<file path="src/hdl/hsra_pkg.sv">
// Shared constants and types of the host serial register access port.
package hsra_pkg;

  // Core clock period and the crystal rate the serial bit rate is built on.
  localparam int CLK_PERIOD_NS = 5;
  localparam int CORE_KHZ = 1000000 / CLK_PERIOD_NS;
  localparam int XTAL_KHZ = 27120;
  localparam logic [17:0] ACC_STEP = 18'(XTAL_KHZ);
  localparam logic [17:0] ACC_WRAP = 18'(CORE_KHZ);

  // Spike suppression on the two-wire lines, a longest time rounded down.
  localparam int I2C_SPIKE_NS = 10;
  localparam int SPIKE_CYC_RAW = I2C_SPIKE_NS / CLK_PERIOD_NS;
  localparam int SPIKE_CYC = (SPIKE_CYC_RAW < 1) ? 1 : SPIKE_CYC_RAW;

  // Cycles after reset release before the strap levels are captured.
  localparam logic [1:0] STRAP_WAIT = 2'h3;

  // Register map held inside the block.
  localparam logic [5:0] RATE_ADDR = 6'h1F;
  localparam logic [5:0] TPIN_ADDR = 6'h33;
  localparam logic [7:0] RATE_RST = 8'hEB;
  localparam logic [7:0] TPIN_RST = 8'h80;
  localparam int LINE_EN_BIT = 7;
  localparam int EXP_MSB = 7;
  localparam int EXP_LSB = 5;
  localparam int MANT_MSB = 4;
  localparam logic [12:0] RATE_OFFSET = 13'h0021;

  // Address byte layout on the serial ports.
  localparam int RW_BIT = 7;
  localparam logic [3:0] I2C_ADDR_HI = 4'h5;

  // Write buffer depth.
  localparam int FIFO_DEPTH = 32;

  // Positions inside the synchronised pin vector.
  localparam int SY_I2C = 9;
  localparam int SY_EA = 8;
  localparam int SY_SDA = 7;
  localparam int SY_D7 = 6;
  localparam int SY_D6 = 5;
  localparam int SY_D5 = 4;

  // Host interface chosen by the straps.
  typedef enum logic [1:0] {
    HSRA_IF_UART = 2'b00,
    HSRA_IF_SPI = 2'b01,
    HSRA_IF_I2C = 2'b10
  } hsra_if_t;

  // Asynchronous receiver states.
  typedef enum logic [1:0] {
    RX_IDLE = 2'b00,
    RX_START = 2'b01,
    RX_DATA = 2'b10,
    RX_STOP = 2'b11
  } hsra_rx_t;

  // Two-wire slave states.
  typedef enum logic [3:0] {
    I2_IDLE = 4'b0000,
    I2_ADDR = 4'b0001,
    I2_ADDR_ACKP = 4'b0010,
    I2_ADDR_ACK = 4'b0011,
    I2_WR = 4'b0100,
    I2_WR_ACKP = 4'b0101,
    I2_WR_ACK = 4'b0110,
    I2_RD_FIRST = 4'b0111,
    I2_RD = 4'b1000,
    I2_RD_REL = 4'b1001,
    I2_RD_ACK = 4'b1010,
    I2_SKIP = 4'b1011
  } hsra_i2_t;

  // One register write: address and data.
  typedef struct packed {
    logic [5:0] addr;
    logic [7:0] data;
  } hsra_wr_t;

  // The four shared pins that the block can drive.
  typedef struct packed {
    logic sda;
    logic d7;
    logic d6;
    logic d5;
  } hsra_pin_t;

endpackage

</file>
<file path="src/hdl/hsra_top.sv">
// Host serial register access port: strap select, UART, SPI and I2C slaves.
`timescale 1ns/10ps

// Write buffer with valid and ready on both sides.
module hsra_fifo #(
  parameter int WIDTH = 14,
  parameter int DEPTH = 32
) (
  // Clock and reset.
  input wire logic core_clk,
  input wire logic reset_n,
  // Filling side.
  input wire logic in_valid,
  output logic in_ready,
  input wire logic [WIDTH-1:0] in_data,
  // Draining side.
  output logic out_valid,
  input wire logic out_ready,
  output logic [WIDTH-1:0] out_data
);
  // Depth must be a power of two; pointers carry one wrap bit.
  localparam int AW = $clog2(DEPTH);

  typedef struct packed {
    logic [DEPTH-1:0][WIDTH-1:0] mem;
    logic [AW:0] wp;
    logic [AW:0] rp;
  } hsra_fifo_st_t;

  hsra_fifo_st_t s;
  hsra_fifo_st_t next_s;
  logic full;
  logic empty;

  // Full when pointers differ only in the wrap bit.
  assign full = (s.wp[AW] != s.rp[AW]) && (s.wp[AW-1:0] == s.rp[AW-1:0]);
  assign empty = (s.wp == s.rp);
  assign in_ready = !full;
  assign out_valid = !empty;
  assign out_data = s.mem[s.rp[AW-1:0]];

  // Pointer and storage update.
  always_comb begin
    next_s = s;
    if (in_valid && !full) begin
      next_s.mem[s.wp[AW-1:0]] = in_data;
      next_s.wp = s.wp + 1'b1;
    end
    if (out_ready && !empty) begin
      next_s.rp = s.rp + 1'b1;
    end
  end

  // State register.
  always_ff @(posedge core_clk or negedge reset_n) begin
    if (!reset_n) begin
      s <= '0;
    end else begin
      s <= next_s;
    end
  end
endmodule

// How it works
// - SPI first byte bit 7: read one, write zero.
// - SPI bits six to one address; bit zero zero.
// - UART starts at 9.6 kBd after reset.
// - Rate register: 3-bit exponent, 5-bit mantissa.
// - Bit period from crystal, mantissa, exponent formula.
// - UART character: start zero, eight data, stop one.
// - UART bytes travel least significant bit first.
// - UART read: address in, one data byte out.
// - UART write: address, data; address echoed back.
// - UART address: bit 7 direction, 5..0 register.
// - Line enable clear switches request and aux off.
// - I2C slave only: never drives clock.
// - I2C works at standard, fast, high-speed rates.
// - SDA driven low or released only.
// - Glitch filter on both I2C lines when selected.
// - SDA changes only while SCL low.
// - START and STOP detected while SCL high.
// - Bus busy from START until STOP.
// - Repeated START restarts address reception.
// - I2C bytes MSB first, then acknowledge slot.
// - Any number of bytes per I2C frame.
// - Straps select the host port after reset.
// - SPI samples on SCK rise, shifts on fall.
module hsra_top (
  // Clock and reset.
  input wire logic core_clk,
  input wire logic reset_n,
  // Shared host pins, inputs.
  input wire logic pin_i2c_sel,
  input wire logic pin_ea,
  input wire logic pin_sda_in,
  input wire logic pin_d7_in,
  input wire logic pin_d6_in,
  input wire logic pin_d5_in,
  input wire logic [3:0] pin_d4_1_in,
  // Shared host pins, output levels and enables.
  output hsra_pkg::hsra_pin_t pin_out,
  output hsra_pkg::hsra_pin_t pin_oe,
  // Register write stream to the core.
  input wire logic drain_hold,
  output logic wr_valid,
  output hsra_pkg::hsra_wr_t wr_apply,
  // Configuration and status.
  input wire logic overflow_clear,
  output logic write_overflow,
  output hsra_pkg::hsra_if_t host_if,
  output logic [2:0] rate_exponent,
  output logic [4:0] rate_mantissa,
  output logic serial_line_enable
);

  // Whole state of the port.
  typedef struct packed {
    logic [9:0] sy1;
    logic [9:0] sy2;
    logic [1:0] strap_cnt;
    logic started;
    hsra_pkg::hsra_if_t mode;
    logic [6:0] i2c_addr;
    logic [63:0][7:0] regs;
    logic [hsra_pkg::SPIKE_CYC-1:0] hist_scl;
    logic [hsra_pkg::SPIKE_CYC-1:0] hist_sda;
    logic fscl;
    logic fsda;
    logic [17:0] acc;
    hsra_pkg::hsra_rx_t rx_state;
    logic [12:0] rx_tick;
    logic [2:0] rx_bits;
    logic [7:0] rx_sh;
    logic u_have_addr;
    logic [5:0] u_addr;
    logic tx_busy;
    logic [9:0] tx_sh;
    logic [3:0] tx_cnt;
    logic [12:0] tx_tick;
    logic sp_first;
    logic sp_read;
    logic [5:0] sp_addr;
    logic [2:0] sp_cnt;
    logic [7:0] sp_sh;
    logic [7:0] sp_tx;
    logic sp_miso;
    logic sp_miso_sck;
    hsra_pkg::hsra_i2_t i2_state;
    logic [2:0] i2_cnt;
    logic [7:0] i2_sh;
    logic i2_read;
    logic i2_have_reg;
    logic [5:0] i2_reg;
    logic [7:0] i2_tx;
    logic i2_low;
    logic prev_scl;
    logic prev_sda;
    logic push;
    hsra_pkg::hsra_wr_t push_data;
    logic wr_valid;
    hsra_pkg::hsra_wr_t wr;
    logic ovf;
    hsra_pkg::hsra_pin_t pout;
    hsra_pkg::hsra_pin_t poe;
  } hsra_st_t;

  hsra_st_t s;
  hsra_st_t next_s;
  logic fifo_in_ready;
  logic fifo_out_valid;
  hsra_pkg::hsra_wr_t fifo_out_data;

  // Bit period in crystal ticks from the rate register.
  function automatic logic [12:0] bit_ticks(input logic [7:0] r);
    logic [2:0] e;
    logic [12:0] base;
    e = r[hsra_pkg::EXP_MSB:hsra_pkg::EXP_LSB];
    base = {8'h00, r[hsra_pkg::MANT_MSB:0]};
    if (e == 3'h0) begin
      bit_ticks = base + 13'h0001;
    end else begin
      bit_ticks = (base + hsra_pkg::RATE_OFFSET) << (e - 3'h1);
    end
  endfunction

  // Writes queue here so that a stalled core never blocks the serial side.
  hsra_fifo #(
    .WIDTH($bits(hsra_pkg::hsra_wr_t)),
    .DEPTH(hsra_pkg::FIFO_DEPTH)
  ) u_fifo (
    .core_clk(core_clk),
    .reset_n(reset_n),
    .in_valid(s.push),
    .in_ready(fifo_in_ready),
    .in_data(s.push_data),
    .out_valid(fifo_out_valid),
    .out_ready(!drain_hold),
    .out_data(fifo_out_data)
  );

  // All next-state logic of the three host ports.
  always_comb begin
    logic [7:0] rate;
    logic [12:0] period;
    logic [12:0] half;
    logic [12:0] target;
    logic xt;
    logic urx;
    logic nss;
    logic sck;
    logic rx_due;
    logic tx_due;
    logic byte_ok;
    logic [7:0] b;
    logic scl_rise;
    logic scl_fall;
    logic i2_start;
    logic i2_stop;
    logic [17:0] acc_sum;
    next_s = s;
    next_s.push = 1'b0;
    next_s.wr_valid = 1'b0;
    byte_ok = 1'b0;
    b = 8'h00;
    // Two flip-flop synchronisers; only sy2 is read below.
    next_s.sy1 = {pin_i2c_sel, pin_ea, pin_sda_in, pin_d7_in, pin_d6_in,
                  pin_d5_in, pin_d4_1_in};
    next_s.sy2 = s.sy1;
    // Straps are caught a few cycles after release, once sy2 holds them.
    if (!s.started) begin
      if (s.strap_cnt == hsra_pkg::STRAP_WAIT) begin
        next_s.started = 1'b1;
        if (s.sy2[hsra_pkg::SY_I2C]) begin
          next_s.mode = hsra_pkg::HSRA_IF_I2C;
        end else if (s.sy2[hsra_pkg::SY_EA]) begin
          next_s.mode = hsra_pkg::HSRA_IF_SPI;
        end else begin
          next_s.mode = hsra_pkg::HSRA_IF_UART;
        end
        // Address pins: D6 is bit 0, D5 bit 1, D4 bit 2; D3..D1 bits 3..5 only with EA high.
        if (s.sy2[hsra_pkg::SY_EA]) begin
          next_s.i2c_addr = {1'b0, s.sy2[0], s.sy2[1], s.sy2[2], s.sy2[3],
                             s.sy2[hsra_pkg::SY_D5], s.sy2[hsra_pkg::SY_D6]};
        end else begin
          next_s.i2c_addr = {hsra_pkg::I2C_ADDR_HI, s.sy2[3],
                             s.sy2[hsra_pkg::SY_D5], s.sy2[hsra_pkg::SY_D6]};
        end
      end else begin
        next_s.strap_cnt = s.strap_cnt + 2'h1;
      end
    end
    // Spike filter: a level is taken only after it held for a while.
    next_s.hist_scl = {s.hist_scl[hsra_pkg::SPIKE_CYC-2:0],
                       s.sy2[hsra_pkg::SY_D7]};
    next_s.hist_sda = {s.hist_sda[hsra_pkg::SPIKE_CYC-2:0],
                       s.sy2[hsra_pkg::SY_SDA]};
    if (s.mode != hsra_pkg::HSRA_IF_I2C) begin
      next_s.fscl = s.sy2[hsra_pkg::SY_D7];
      next_s.fsda = s.sy2[hsra_pkg::SY_SDA];
    end else begin
      if (&{s.hist_scl, s.sy2[hsra_pkg::SY_D7]}) next_s.fscl = 1'b1;
      if (~|{s.hist_scl, s.sy2[hsra_pkg::SY_D7]}) next_s.fscl = 1'b0;
      if (&{s.hist_sda, s.sy2[hsra_pkg::SY_SDA]}) next_s.fsda = 1'b1;
      if (~|{s.hist_sda, s.sy2[hsra_pkg::SY_SDA]}) next_s.fsda = 1'b0;
    end
    // Crystal tick enable from a phase accumulator at 27.12/200.
    acc_sum = s.acc + hsra_pkg::ACC_STEP;
    xt = (acc_sum >= hsra_pkg::ACC_WRAP);
    next_s.acc = xt ? acc_sum - hsra_pkg::ACC_WRAP : acc_sum;
    // Bit timing follows the live rate register; reset value is 9.6 kBd.
    rate = s.regs[hsra_pkg::RATE_ADDR];
    period = bit_ticks(rate);
    half = (period >> 1) == 13'h0000 ? 13'h0001 : (period >> 1);
    // ---- Asynchronous receiver on the SDA pin. ----
    urx = s.fsda;
    target = (s.rx_state == hsra_pkg::RX_START) ? half : period;
    rx_due = xt && ((s.rx_tick + 13'h0001) >= target);
    if (xt) begin
      next_s.rx_tick = rx_due ? 13'h0000 : s.rx_tick + 13'h0001;
    end
    case (s.rx_state)
      hsra_pkg::RX_IDLE: begin
        if (!urx && s.mode == hsra_pkg::HSRA_IF_UART && s.started) begin
          next_s.rx_state = hsra_pkg::RX_START;
          next_s.rx_tick = 13'h0000;
        end
      end
      hsra_pkg::RX_START: begin
        // A start that is high at its centre was a glitch.
        if (rx_due) begin
          next_s.rx_state = urx ? hsra_pkg::RX_IDLE : hsra_pkg::RX_DATA;
          next_s.rx_bits = 3'h0;
        end
      end
      hsra_pkg::RX_DATA: begin
        if (rx_due) begin
          next_s.rx_sh = {urx, s.rx_sh[7:1]};
          next_s.rx_bits = s.rx_bits + 3'h1;
          if (s.rx_bits == 3'h7) next_s.rx_state = hsra_pkg::RX_STOP;
        end
      end
      hsra_pkg::RX_STOP: begin
        if (rx_due) begin
          byte_ok = urx;
          next_s.rx_state = hsra_pkg::RX_IDLE;
        end
      end
      default: next_s.rx_state = hsra_pkg::RX_IDLE;
    endcase
    // ---- Asynchronous transmitter on D7. ----
    tx_due = xt && ((s.tx_tick + 13'h0001) >= period);
    if (s.tx_busy && xt) begin
      next_s.tx_tick = tx_due ? 13'h0000 : s.tx_tick + 13'h0001;
      if (tx_due) begin
        next_s.tx_sh = {1'b1, s.tx_sh[9:1]};
        next_s.tx_cnt = s.tx_cnt - 4'h1;
        if (s.tx_cnt == 4'h1) next_s.tx_busy = 1'b0;
      end
    end
    // A good character is an address or the data of a pending write.
    if (byte_ok) begin
      if (!s.u_have_addr) begin
        if (s.rx_sh[hsra_pkg::RW_BIT]) begin
          b = s.regs[s.rx_sh[5:0]];
        end else begin
          next_s.u_have_addr = 1'b1;
          next_s.u_addr = s.rx_sh[5:0];
          b = s.rx_sh;
        end
        // A reply that finds the transmitter busy is dropped.
        if (!s.tx_busy) begin
          next_s.tx_busy = 1'b1;
          next_s.tx_sh = {1'b1, b, 1'b0};
          next_s.tx_cnt = 4'hA;
          next_s.tx_tick = 13'h0000;
        end
      end else begin
        next_s.u_have_addr = 1'b0;
        next_s.push = 1'b1;
        next_s.push_data = '{addr: s.u_addr, data: s.rx_sh};
      end
    end
    // ---- SPI slave: NSS on SDA, SCK on D5, MOSI on D6, MISO on D7. ----
    nss = s.sy2[hsra_pkg::SY_SDA];
    sck = s.sy2[hsra_pkg::SY_D5];
    if (nss || s.mode != hsra_pkg::HSRA_IF_SPI) begin
      next_s.sp_first = 1'b1;
      next_s.sp_cnt = 3'h0;
    end else if (sck && !s.sp_miso_sck) begin
      next_s.sp_sh = {s.sp_sh[6:0], s.sy2[hsra_pkg::SY_D6]};
      next_s.sp_cnt = s.sp_cnt + 3'h1;
      if (s.sp_cnt == 3'h7) begin
        b = {s.sp_sh[6:0], s.sy2[hsra_pkg::SY_D6]};
        if (s.sp_first) begin
          next_s.sp_first = 1'b0;
          next_s.sp_read = b[hsra_pkg::RW_BIT];
          next_s.sp_addr = b[6:1];
          next_s.sp_tx = s.regs[b[6:1]];
        end else if (s.sp_read) begin
          next_s.sp_tx = s.regs[b[6:1]];
        end else begin
          next_s.push = 1'b1;
          next_s.push_data = '{addr: s.sp_addr, data: b};
        end
      end
    end else if (!sck && s.sp_miso_sck) begin
      next_s.sp_miso = s.sp_tx[7];
      next_s.sp_tx = {s.sp_tx[6:0], 1'b0};
    end
    next_s.sp_miso_sck = sck;
    // ---- I2C slave: SDA on SDA, SCL on D7, filtered levels. ----
    scl_rise = s.fscl && !s.prev_scl;
    scl_fall = !s.fscl && s.prev_scl;
    i2_start = s.fscl && s.prev_scl && s.prev_sda && !s.fsda;
    i2_stop = s.fscl && s.prev_scl && !s.prev_sda && s.fsda;
    next_s.prev_scl = s.fscl;
    next_s.prev_sda = s.fsda;
    if (s.mode != hsra_pkg::HSRA_IF_I2C || !s.started) begin
      next_s.i2_state = hsra_pkg::I2_IDLE;
      next_s.i2_low = 1'b0;
    end else if (i2_start) begin
      // Repeated START is handled exactly like a first one.
      next_s.i2_state = hsra_pkg::I2_ADDR;
      next_s.i2_cnt = 3'h0;
      next_s.i2_low = 1'b0;
    end else if (i2_stop) begin
      next_s.i2_state = hsra_pkg::I2_IDLE;
      next_s.i2_low = 1'b0;
    end else if (scl_rise) begin
      // Bits are taken while SCL is high, MSB first.
      case (s.i2_state)
        hsra_pkg::I2_ADDR, hsra_pkg::I2_WR: begin
          b = {s.i2_sh[6:0], s.fsda};
          next_s.i2_sh = b;
          next_s.i2_cnt = s.i2_cnt + 3'h1;
          if (s.i2_cnt == 3'h7 && s.i2_state == hsra_pkg::I2_ADDR) begin
            next_s.i2_read = b[0];
            next_s.i2_state = (b[7:1] == s.i2c_addr) ?
                              hsra_pkg::I2_ADDR_ACKP : hsra_pkg::I2_SKIP;
          end else if (s.i2_cnt == 3'h7) begin
            next_s.i2_state = hsra_pkg::I2_WR_ACKP;
            next_s.i2_have_reg = 1'b1;
            if (s.i2_have_reg) begin
              next_s.push = 1'b1;
              next_s.push_data = '{addr: s.i2_reg, data: b};
            end else begin
              next_s.i2_reg = b[5:0];
            end
          end
        end
        hsra_pkg::I2_RD: begin
          next_s.i2_cnt = s.i2_cnt + 3'h1;
          if (s.i2_cnt == 3'h7) next_s.i2_state = hsra_pkg::I2_RD_REL;
        end
        hsra_pkg::I2_RD_ACK: begin
          // A missing acknowledge ends the read; wait for STOP or START.
          next_s.i2_state = s.fsda ? hsra_pkg::I2_SKIP : hsra_pkg::I2_RD_FIRST;
        end
        default: next_s.i2_state = s.i2_state;
      endcase
    end else if (scl_fall) begin
      // SDA only ever changes here, with SCL low.
      case (s.i2_state)
        hsra_pkg::I2_ADDR_ACKP, hsra_pkg::I2_WR_ACKP: begin
          next_s.i2_low = 1'b1;
          next_s.i2_state = (s.i2_state == hsra_pkg::I2_ADDR_ACKP) ?
                            hsra_pkg::I2_ADDR_ACK : hsra_pkg::I2_WR_ACK;
        end
        hsra_pkg::I2_ADDR_ACK, hsra_pkg::I2_RD_FIRST: begin
          next_s.i2_cnt = 3'h0;
          if (s.i2_state == hsra_pkg::I2_ADDR_ACK && !s.i2_read) begin
            next_s.i2_low = 1'b0;
            next_s.i2_state = hsra_pkg::I2_WR;
            next_s.i2_have_reg = 1'b0;
          end else begin
            b = s.regs[s.i2_reg];
            next_s.i2_low = !b[7];
            next_s.i2_tx = {b[6:0], 1'b0};
            next_s.i2_state = hsra_pkg::I2_RD;
          end
        end
        hsra_pkg::I2_WR_ACK: begin
          next_s.i2_low = 1'b0;
          next_s.i2_state = hsra_pkg::I2_WR;
          next_s.i2_cnt = 3'h0;
        end
        hsra_pkg::I2_RD: begin
          next_s.i2_low = !s.i2_tx[7];
          next_s.i2_tx = {s.i2_tx[6:0], 1'b0};
        end
        hsra_pkg::I2_RD_REL: begin
          next_s.i2_low = 1'b0;
          next_s.i2_state = hsra_pkg::I2_RD_ACK;
        end
        default: next_s.i2_state = s.i2_state;
      endcase
    end
    // ---- Buffer drain into the register array. ----
    // Reads see the array, so a write still queued is not yet visible.
    if (fifo_out_valid && !drain_hold) begin
      next_s.regs[fifo_out_data.addr] = fifo_out_data.data;
      next_s.wr_valid = 1'b1;
      next_s.wr = fifo_out_data;
    end
    // Overflow is sticky; a new drop wins over a clear in the same cycle.
    if (overflow_clear) next_s.ovf = 1'b0;
    if (s.push && !fifo_in_ready) next_s.ovf = 1'b1;
    // ---- Pin drivers, all registered. ----
    next_s.pout = '0;
    next_s.poe = '0;
    if (s.started) begin
      case (s.mode)
        hsra_pkg::HSRA_IF_UART: begin
          next_s.pout.d7 = s.tx_busy ? s.tx_sh[0] : 1'b1;
          next_s.poe.d7 = 1'b1;
          next_s.pout.d6 = urx;
          next_s.pout.d5 = !s.tx_busy;
          next_s.poe.d6 = s.regs[hsra_pkg::TPIN_ADDR][hsra_pkg::LINE_EN_BIT];
          next_s.poe.d5 = s.regs[hsra_pkg::TPIN_ADDR][hsra_pkg::LINE_EN_BIT];
        end
        hsra_pkg::HSRA_IF_SPI: begin
          next_s.pout.d7 = s.sp_miso;
          next_s.poe.d7 = !nss;
        end
        hsra_pkg::HSRA_IF_I2C: begin
          // SCL is never driven; SDA is pulled low or released.
          next_s.poe.sda = s.i2_low;
        end
        default: next_s.poe = '0;
      endcase
    end
  end

  // State register.
  always_ff @(posedge core_clk or negedge reset_n) begin
    if (!reset_n) begin
      s <= '0;
      s.regs[hsra_pkg::RATE_ADDR] <= hsra_pkg::RATE_RST;
      s.regs[hsra_pkg::TPIN_ADDR] <= hsra_pkg::TPIN_RST;
      s.fscl <= 1'b1;
      s.fsda <= 1'b1;
      // Edge history starts at the idle level, so no false edge follows.
      s.prev_scl <= 1'b1;
      s.prev_sda <= 1'b1;
    end else begin
      s <= next_s;
    end
  end

  // Outputs straight from the state register.
  assign pin_out = s.pout;
  assign pin_oe = s.poe;
  assign wr_valid = s.wr_valid;
  assign wr_apply = s.wr;
  assign write_overflow = s.ovf;
  assign host_if = s.mode;
  assign rate_exponent = s.regs[hsra_pkg::RATE_ADDR][7:5];
  assign rate_mantissa = s.regs[hsra_pkg::RATE_ADDR][4:0];
  assign serial_line_enable =
    s.regs[hsra_pkg::TPIN_ADDR][hsra_pkg::LINE_EN_BIT];

endmodule

</file>
<file path="config.mk">
export PLATFORM = sky130hd
export DESIGN_NAME = hsra_top
export DESIGN_NICKNAME = d
export VERILOG_FILES = /design/src/hdl/hsra_pkg.sv /design/src/hdl/hsra_top.sv
export SDC_FILE = /design/constraint.sdc
export NUM_CORES = 2
export LEC_CHECK = 0
export BUFFER_PORTS_ARGS = -buffer_cell sky130_fd_sc_hd__clkbuf_2
export CORE_ASPECT_RATIO = 0.6
export CORE_UTILIZATION = 65
export DETAILED_ROUTE_END_ITERATION = 10
export GPL_TIMING_DRIVEN = 1
export HOLD_SLACK_MARGIN = 0.15
export PLACE_DENSITY = 0.81
export RECOVER_POWER = 25
export SETUP_SLACK_MARGIN = 0.02
export SKIP_CTS_REPAIR_TIMING = 1
export SLEW_MARGIN = 5
export SYNTH_ARGS = -nofsm -noshare
export SYNTH_HDL_FRONTEND = slang
export SYNTH_SLANG_ARGS = --single-unit
</file>
<file path="constraint.sdc">
create_clock -name core_clk -period 8.29 [get_ports core_clk]
set_input_delay 0 -clock core_clk [delete_from_list [all_inputs] [get_ports core_clk]]
set_output_delay 0 -clock core_clk [all_outputs]
set_load 0.005 [all_outputs]
</file>
==> flow_metrics.py <==
metrics = {
    "clocking": {
        "insertion_delay_ps": 750,
        "clkTransAtPathRegs_ps": 60,
        "cts-root-buf": "clkbuf_16",
        "htree_levels": 3,
        "cts_tree": "done",
        "clock_path_buffers": 3,
        "cts.sinks": 1181,
        "numCtsBuffers": 109,
    },
    "timing": {
        "clock.fmax_ghz": 0.165,
        "relSlewSlack_pct": -168,
        "fin_hold_ws_ps": 157,
        "report.final.setup_viol": 0,
        "maxSlewViolCount": 433,
        "hold_violations": 0,
        "tightest_slew_ps": 4010,
        "post-route-min-period_ps": 6040,
        "tns_ps": 0,
        "period_share_pct": 72.9,
        "rsz0062_at_grt": "no",
        "final.setup_skew_ps": 27.1,
    },
    "synth": {
        "synth_ff_type": "dfrtp_1",
        "avgSynthCellArea_um2": 14.6,
        "ys_async_sr_fraction_pct": 100,
        "synth_cell_types": 84,
        "yosys_register_bits": 1181,
        "synth_edf_count": 0,
        "synth_nets": 4437,
        "ys_seq_area_share_pct": 46.2,
        "synth_area_mm2": 0.0639,
        "ys_warn_count": 0,
        "syn_inst": 4370,
    },
    "routing": {
        "num_vias": 40800,
        "wl_mm": 180,
        "vias_per_cell": 7.26,
        "wl_per_cell_um": 32.0,
        "firstDrtPassIters": 6,
        "drt_iter0_drc": 4769,
        "drc": 0,
        "ant_nets": 0,
    },
    "setup_path": {
        "startpoint_type": "flop",
        "critPathMaxFanout": 19,
        "cp_data_arrival_time_ps": 6660,
        "cp_slowest_stage_delay_ps": 870,
        "crit_required_ps": 8900,
        "end_kind": "flop",
        "cp_top_family": "simple AND/OR/NAND/NOR gates",
        "crit_buf_inv": 3,
        "slowest_stage": "nor4_4",
        "critical_path_class": "reg2reg",
        "crit_chain": "inv_2 > ha_1 > ha_1 > a31oi_1 > nor2b_1 > a41oi_1 > nand3_1 > or4b_2 > o31ai_1 > ha_1 > nand2b_1 > a31oi_1 > o21ai_0 > a21oi_1 > o311ai_2 > buf_4 > nand2_4 > nor4_4 > buf_4 > a21oi_1",
        "cp_common_cell": "ha_1",
    },
    "job": {
        "max_cap_viol_count": 6,
    },
    "pwr": {
        "p_per_area_mw_per_mm2": 190,
        "vdd_drop_max_v": 0.000159,
        "p_leak_nw": 30.7,
    },
    "grt": {
        "grt_max_degree": 167,
        "grt_pass1_vias": 40000,
        "antenna_found_initial": 19,
        "grt-ovfl-total": 0,
        "grt_pass1_wl_mm": 270,
        "grt_use_total_pct": 37.1,
    },
    "placement": {
        "placed_area_mm2": 0.0649,
        "port_buffers": 47,
        "place_congestion": 0.955,
        "dp_hpwl_mm": 115,
    },
    "run_status": {
        "status": "finished with violations",
        "violations": "capacitance limit, slew limit",
    },
    "floorplan": {
        "die_area_mm2": 0.0997,
        "io_pins": 49,
        "initial_core_util_pct": 66.1,
        "num_rows": 88,
        "die_w_um": 407,
        "core-area_mm2": 0.0968,
        "die_h_um": 245,
    },
    "layout": {
        "layout_commonest_cell": "dfrtp_1",
        "layout-drive-gt1-share_pct": 46.8,
        "syn_to_final_growth_pct": 7.76,
        "layout_common_cells": "1156 x dfrtp_1, 1021 x mux2_2, 615 x mux4_2, 161 x nand2_1, 132 x nor2_1",
        "fillers": 6177,
        "utilization_pct": 71.2,
        "final_area_mm2": 0.0689,
        "fin_nets": 4287,
    },
    "min_path": {
        "min_path_type": "in2reg",
    },
}
sequential cells by signal (all words and copies together) (netlist names), named ones only:
| register | flops |
|---|---|
| rate_mantissa | 5 |
| write_overflow | 1 |
| serial_line_enable | 1 |
| s | 670 |
| next_s | 17 |
| rate_exponent | 3 |
| wr_valid | 1 |
| host_if | 2 |
| u_fifo.s | 460 |
| pin_out | 3 |
| wr_apply | 14 |
| pin_oe | 3 |
Yosys cell counts (6+ instances only):
master       n  area (µm²)
a31oi_1      6        37.5
buf_1       53         199
xor2_1      35         307
ha_1        53         663
a21oi_1     90         450
nor2b_1     33         206
or2_2        8        50.1
mux2_2    1021       11500
nor3_1      24         120
o21ai_0     82         410
nand4_1     13        81.3
buf_4       39         293
or3b_2       8        70.1
nand2_1    161         604
nand2b_1    25         156
dfstp_2     11         289
xnor2_1     37         324
a21o_1      13        97.6
nand3_1     32         160
o22ai_1     24         150
or3_1        6        37.5
a211oi_1    11        82.6
and3_1      16         100
and2_1      16         100
clkbuf_1   274        1030
a22oi_1      9        67.6
buf_2       66         330
inv_1       40         150
nand3b_1    27         203
nor2_1     137         514
mux2i_1     98         981
dfrtp_1   1170       29300
nor3b_1     13        97.6
mux4_2     615       13900
worst register-to-register path: stages, from the launching register on:
cell and delay (ps):
dfstp_2 660, inv_2 140, ha_1 220, ha_1 500, a31oi_1 300, nor2b_1 70, a41oi_1 400, nand3_1 120
or4b_2 640, o31ai_1 310, ha_1 160, nand2b_1 90, a31oi_1 80, o21ai_0 170, a21oi_1 100, o311ai_2 250
buf_4 290, nand2_4 120, nor4_4 870, buf_4 350, a21oi_1 70
power breakdown:
group	switching (W)	total, W	internal [W]
sequential	0.000229	0.00605	0.00583
clock	0.00238	0.00540	0.00301
combinational	0.00101	0.00163	0.000620
per-layer routing:
| layer | track usage (%) | wire, µm |
|---|---|---|
| met1 | 54.8 | 72500 |
| met2 | 47.9 | 74000 |
| met5 | 1.61 | 239 |
| met3 | 19.8 | 28800 |
| met4 | 8.49 | 4340 |
path summary, 6_finish.rpt:
| path | from | endpoint | slack (ps) | depth (start not counted) |
|---|---|---|---|---|
| worst max-delay path | rate_exponent[0] | s[110] | 2250 | 20 |
| worst min-delay path | drain_hold | wr_apply[7] | 160 | 4 |
| worst max register to register | rate_exponent[0] | s[110] | 2250 | 20 |
| worst min register to register | next_s[712] | s[712] | 340 | 0 |
| max in group asynchronous | reset_n | pin_oe[0] | 3020 | 4 |
| min in group asynchronous | reset_n | wr_apply[2] | 1410 | 4 |
metrics by stage:
step                      setup slack (ps)  power (W)  cells
after global placement                2340    0.00776   5389
after detailed placement              2330    0.00777   5389
final                                 2250     0.0131   5623
after global routing                  1860     0.0135   5614
after floorplan                       3120    0.00718   4370
after CTS                             2290     0.0131   5589
area by class of cell:
class | count | area (µm²) | area share, %
Timing Repair Buffer | 175 | 1350 | 1.95
Multi-Input combinational cell | 2712 | 32400 | 47.0
Tap cell | 1305 | 1630 | 2.37
Sequential cell | 1181 | 29600 | 43.0
Clock inverter | 67 | 798 | 1.16
Inverter | 41 | 154 | 0.223
Clock buffer | 133 | 2980 | 4.32
Antenna cell | 9 | 22.5 | 0.0327
cell families after synthesis:
logic type | Yosys count | synth area share, %
AOI/OAI and AO/OA | 296 | 2.86
and+or+nand+nor | 555 | 4.47
xor gates and xnor gates | 73 | 1.01
muxes | 1734 | 41.2
adders and majority gates | 53 | 1.04
other | 1 | 0.00586
DFF | 1181 | 46.2
buffers and inverters | 477 | 3.20
No activity file was read; power rests on OpenSTA's default activity.
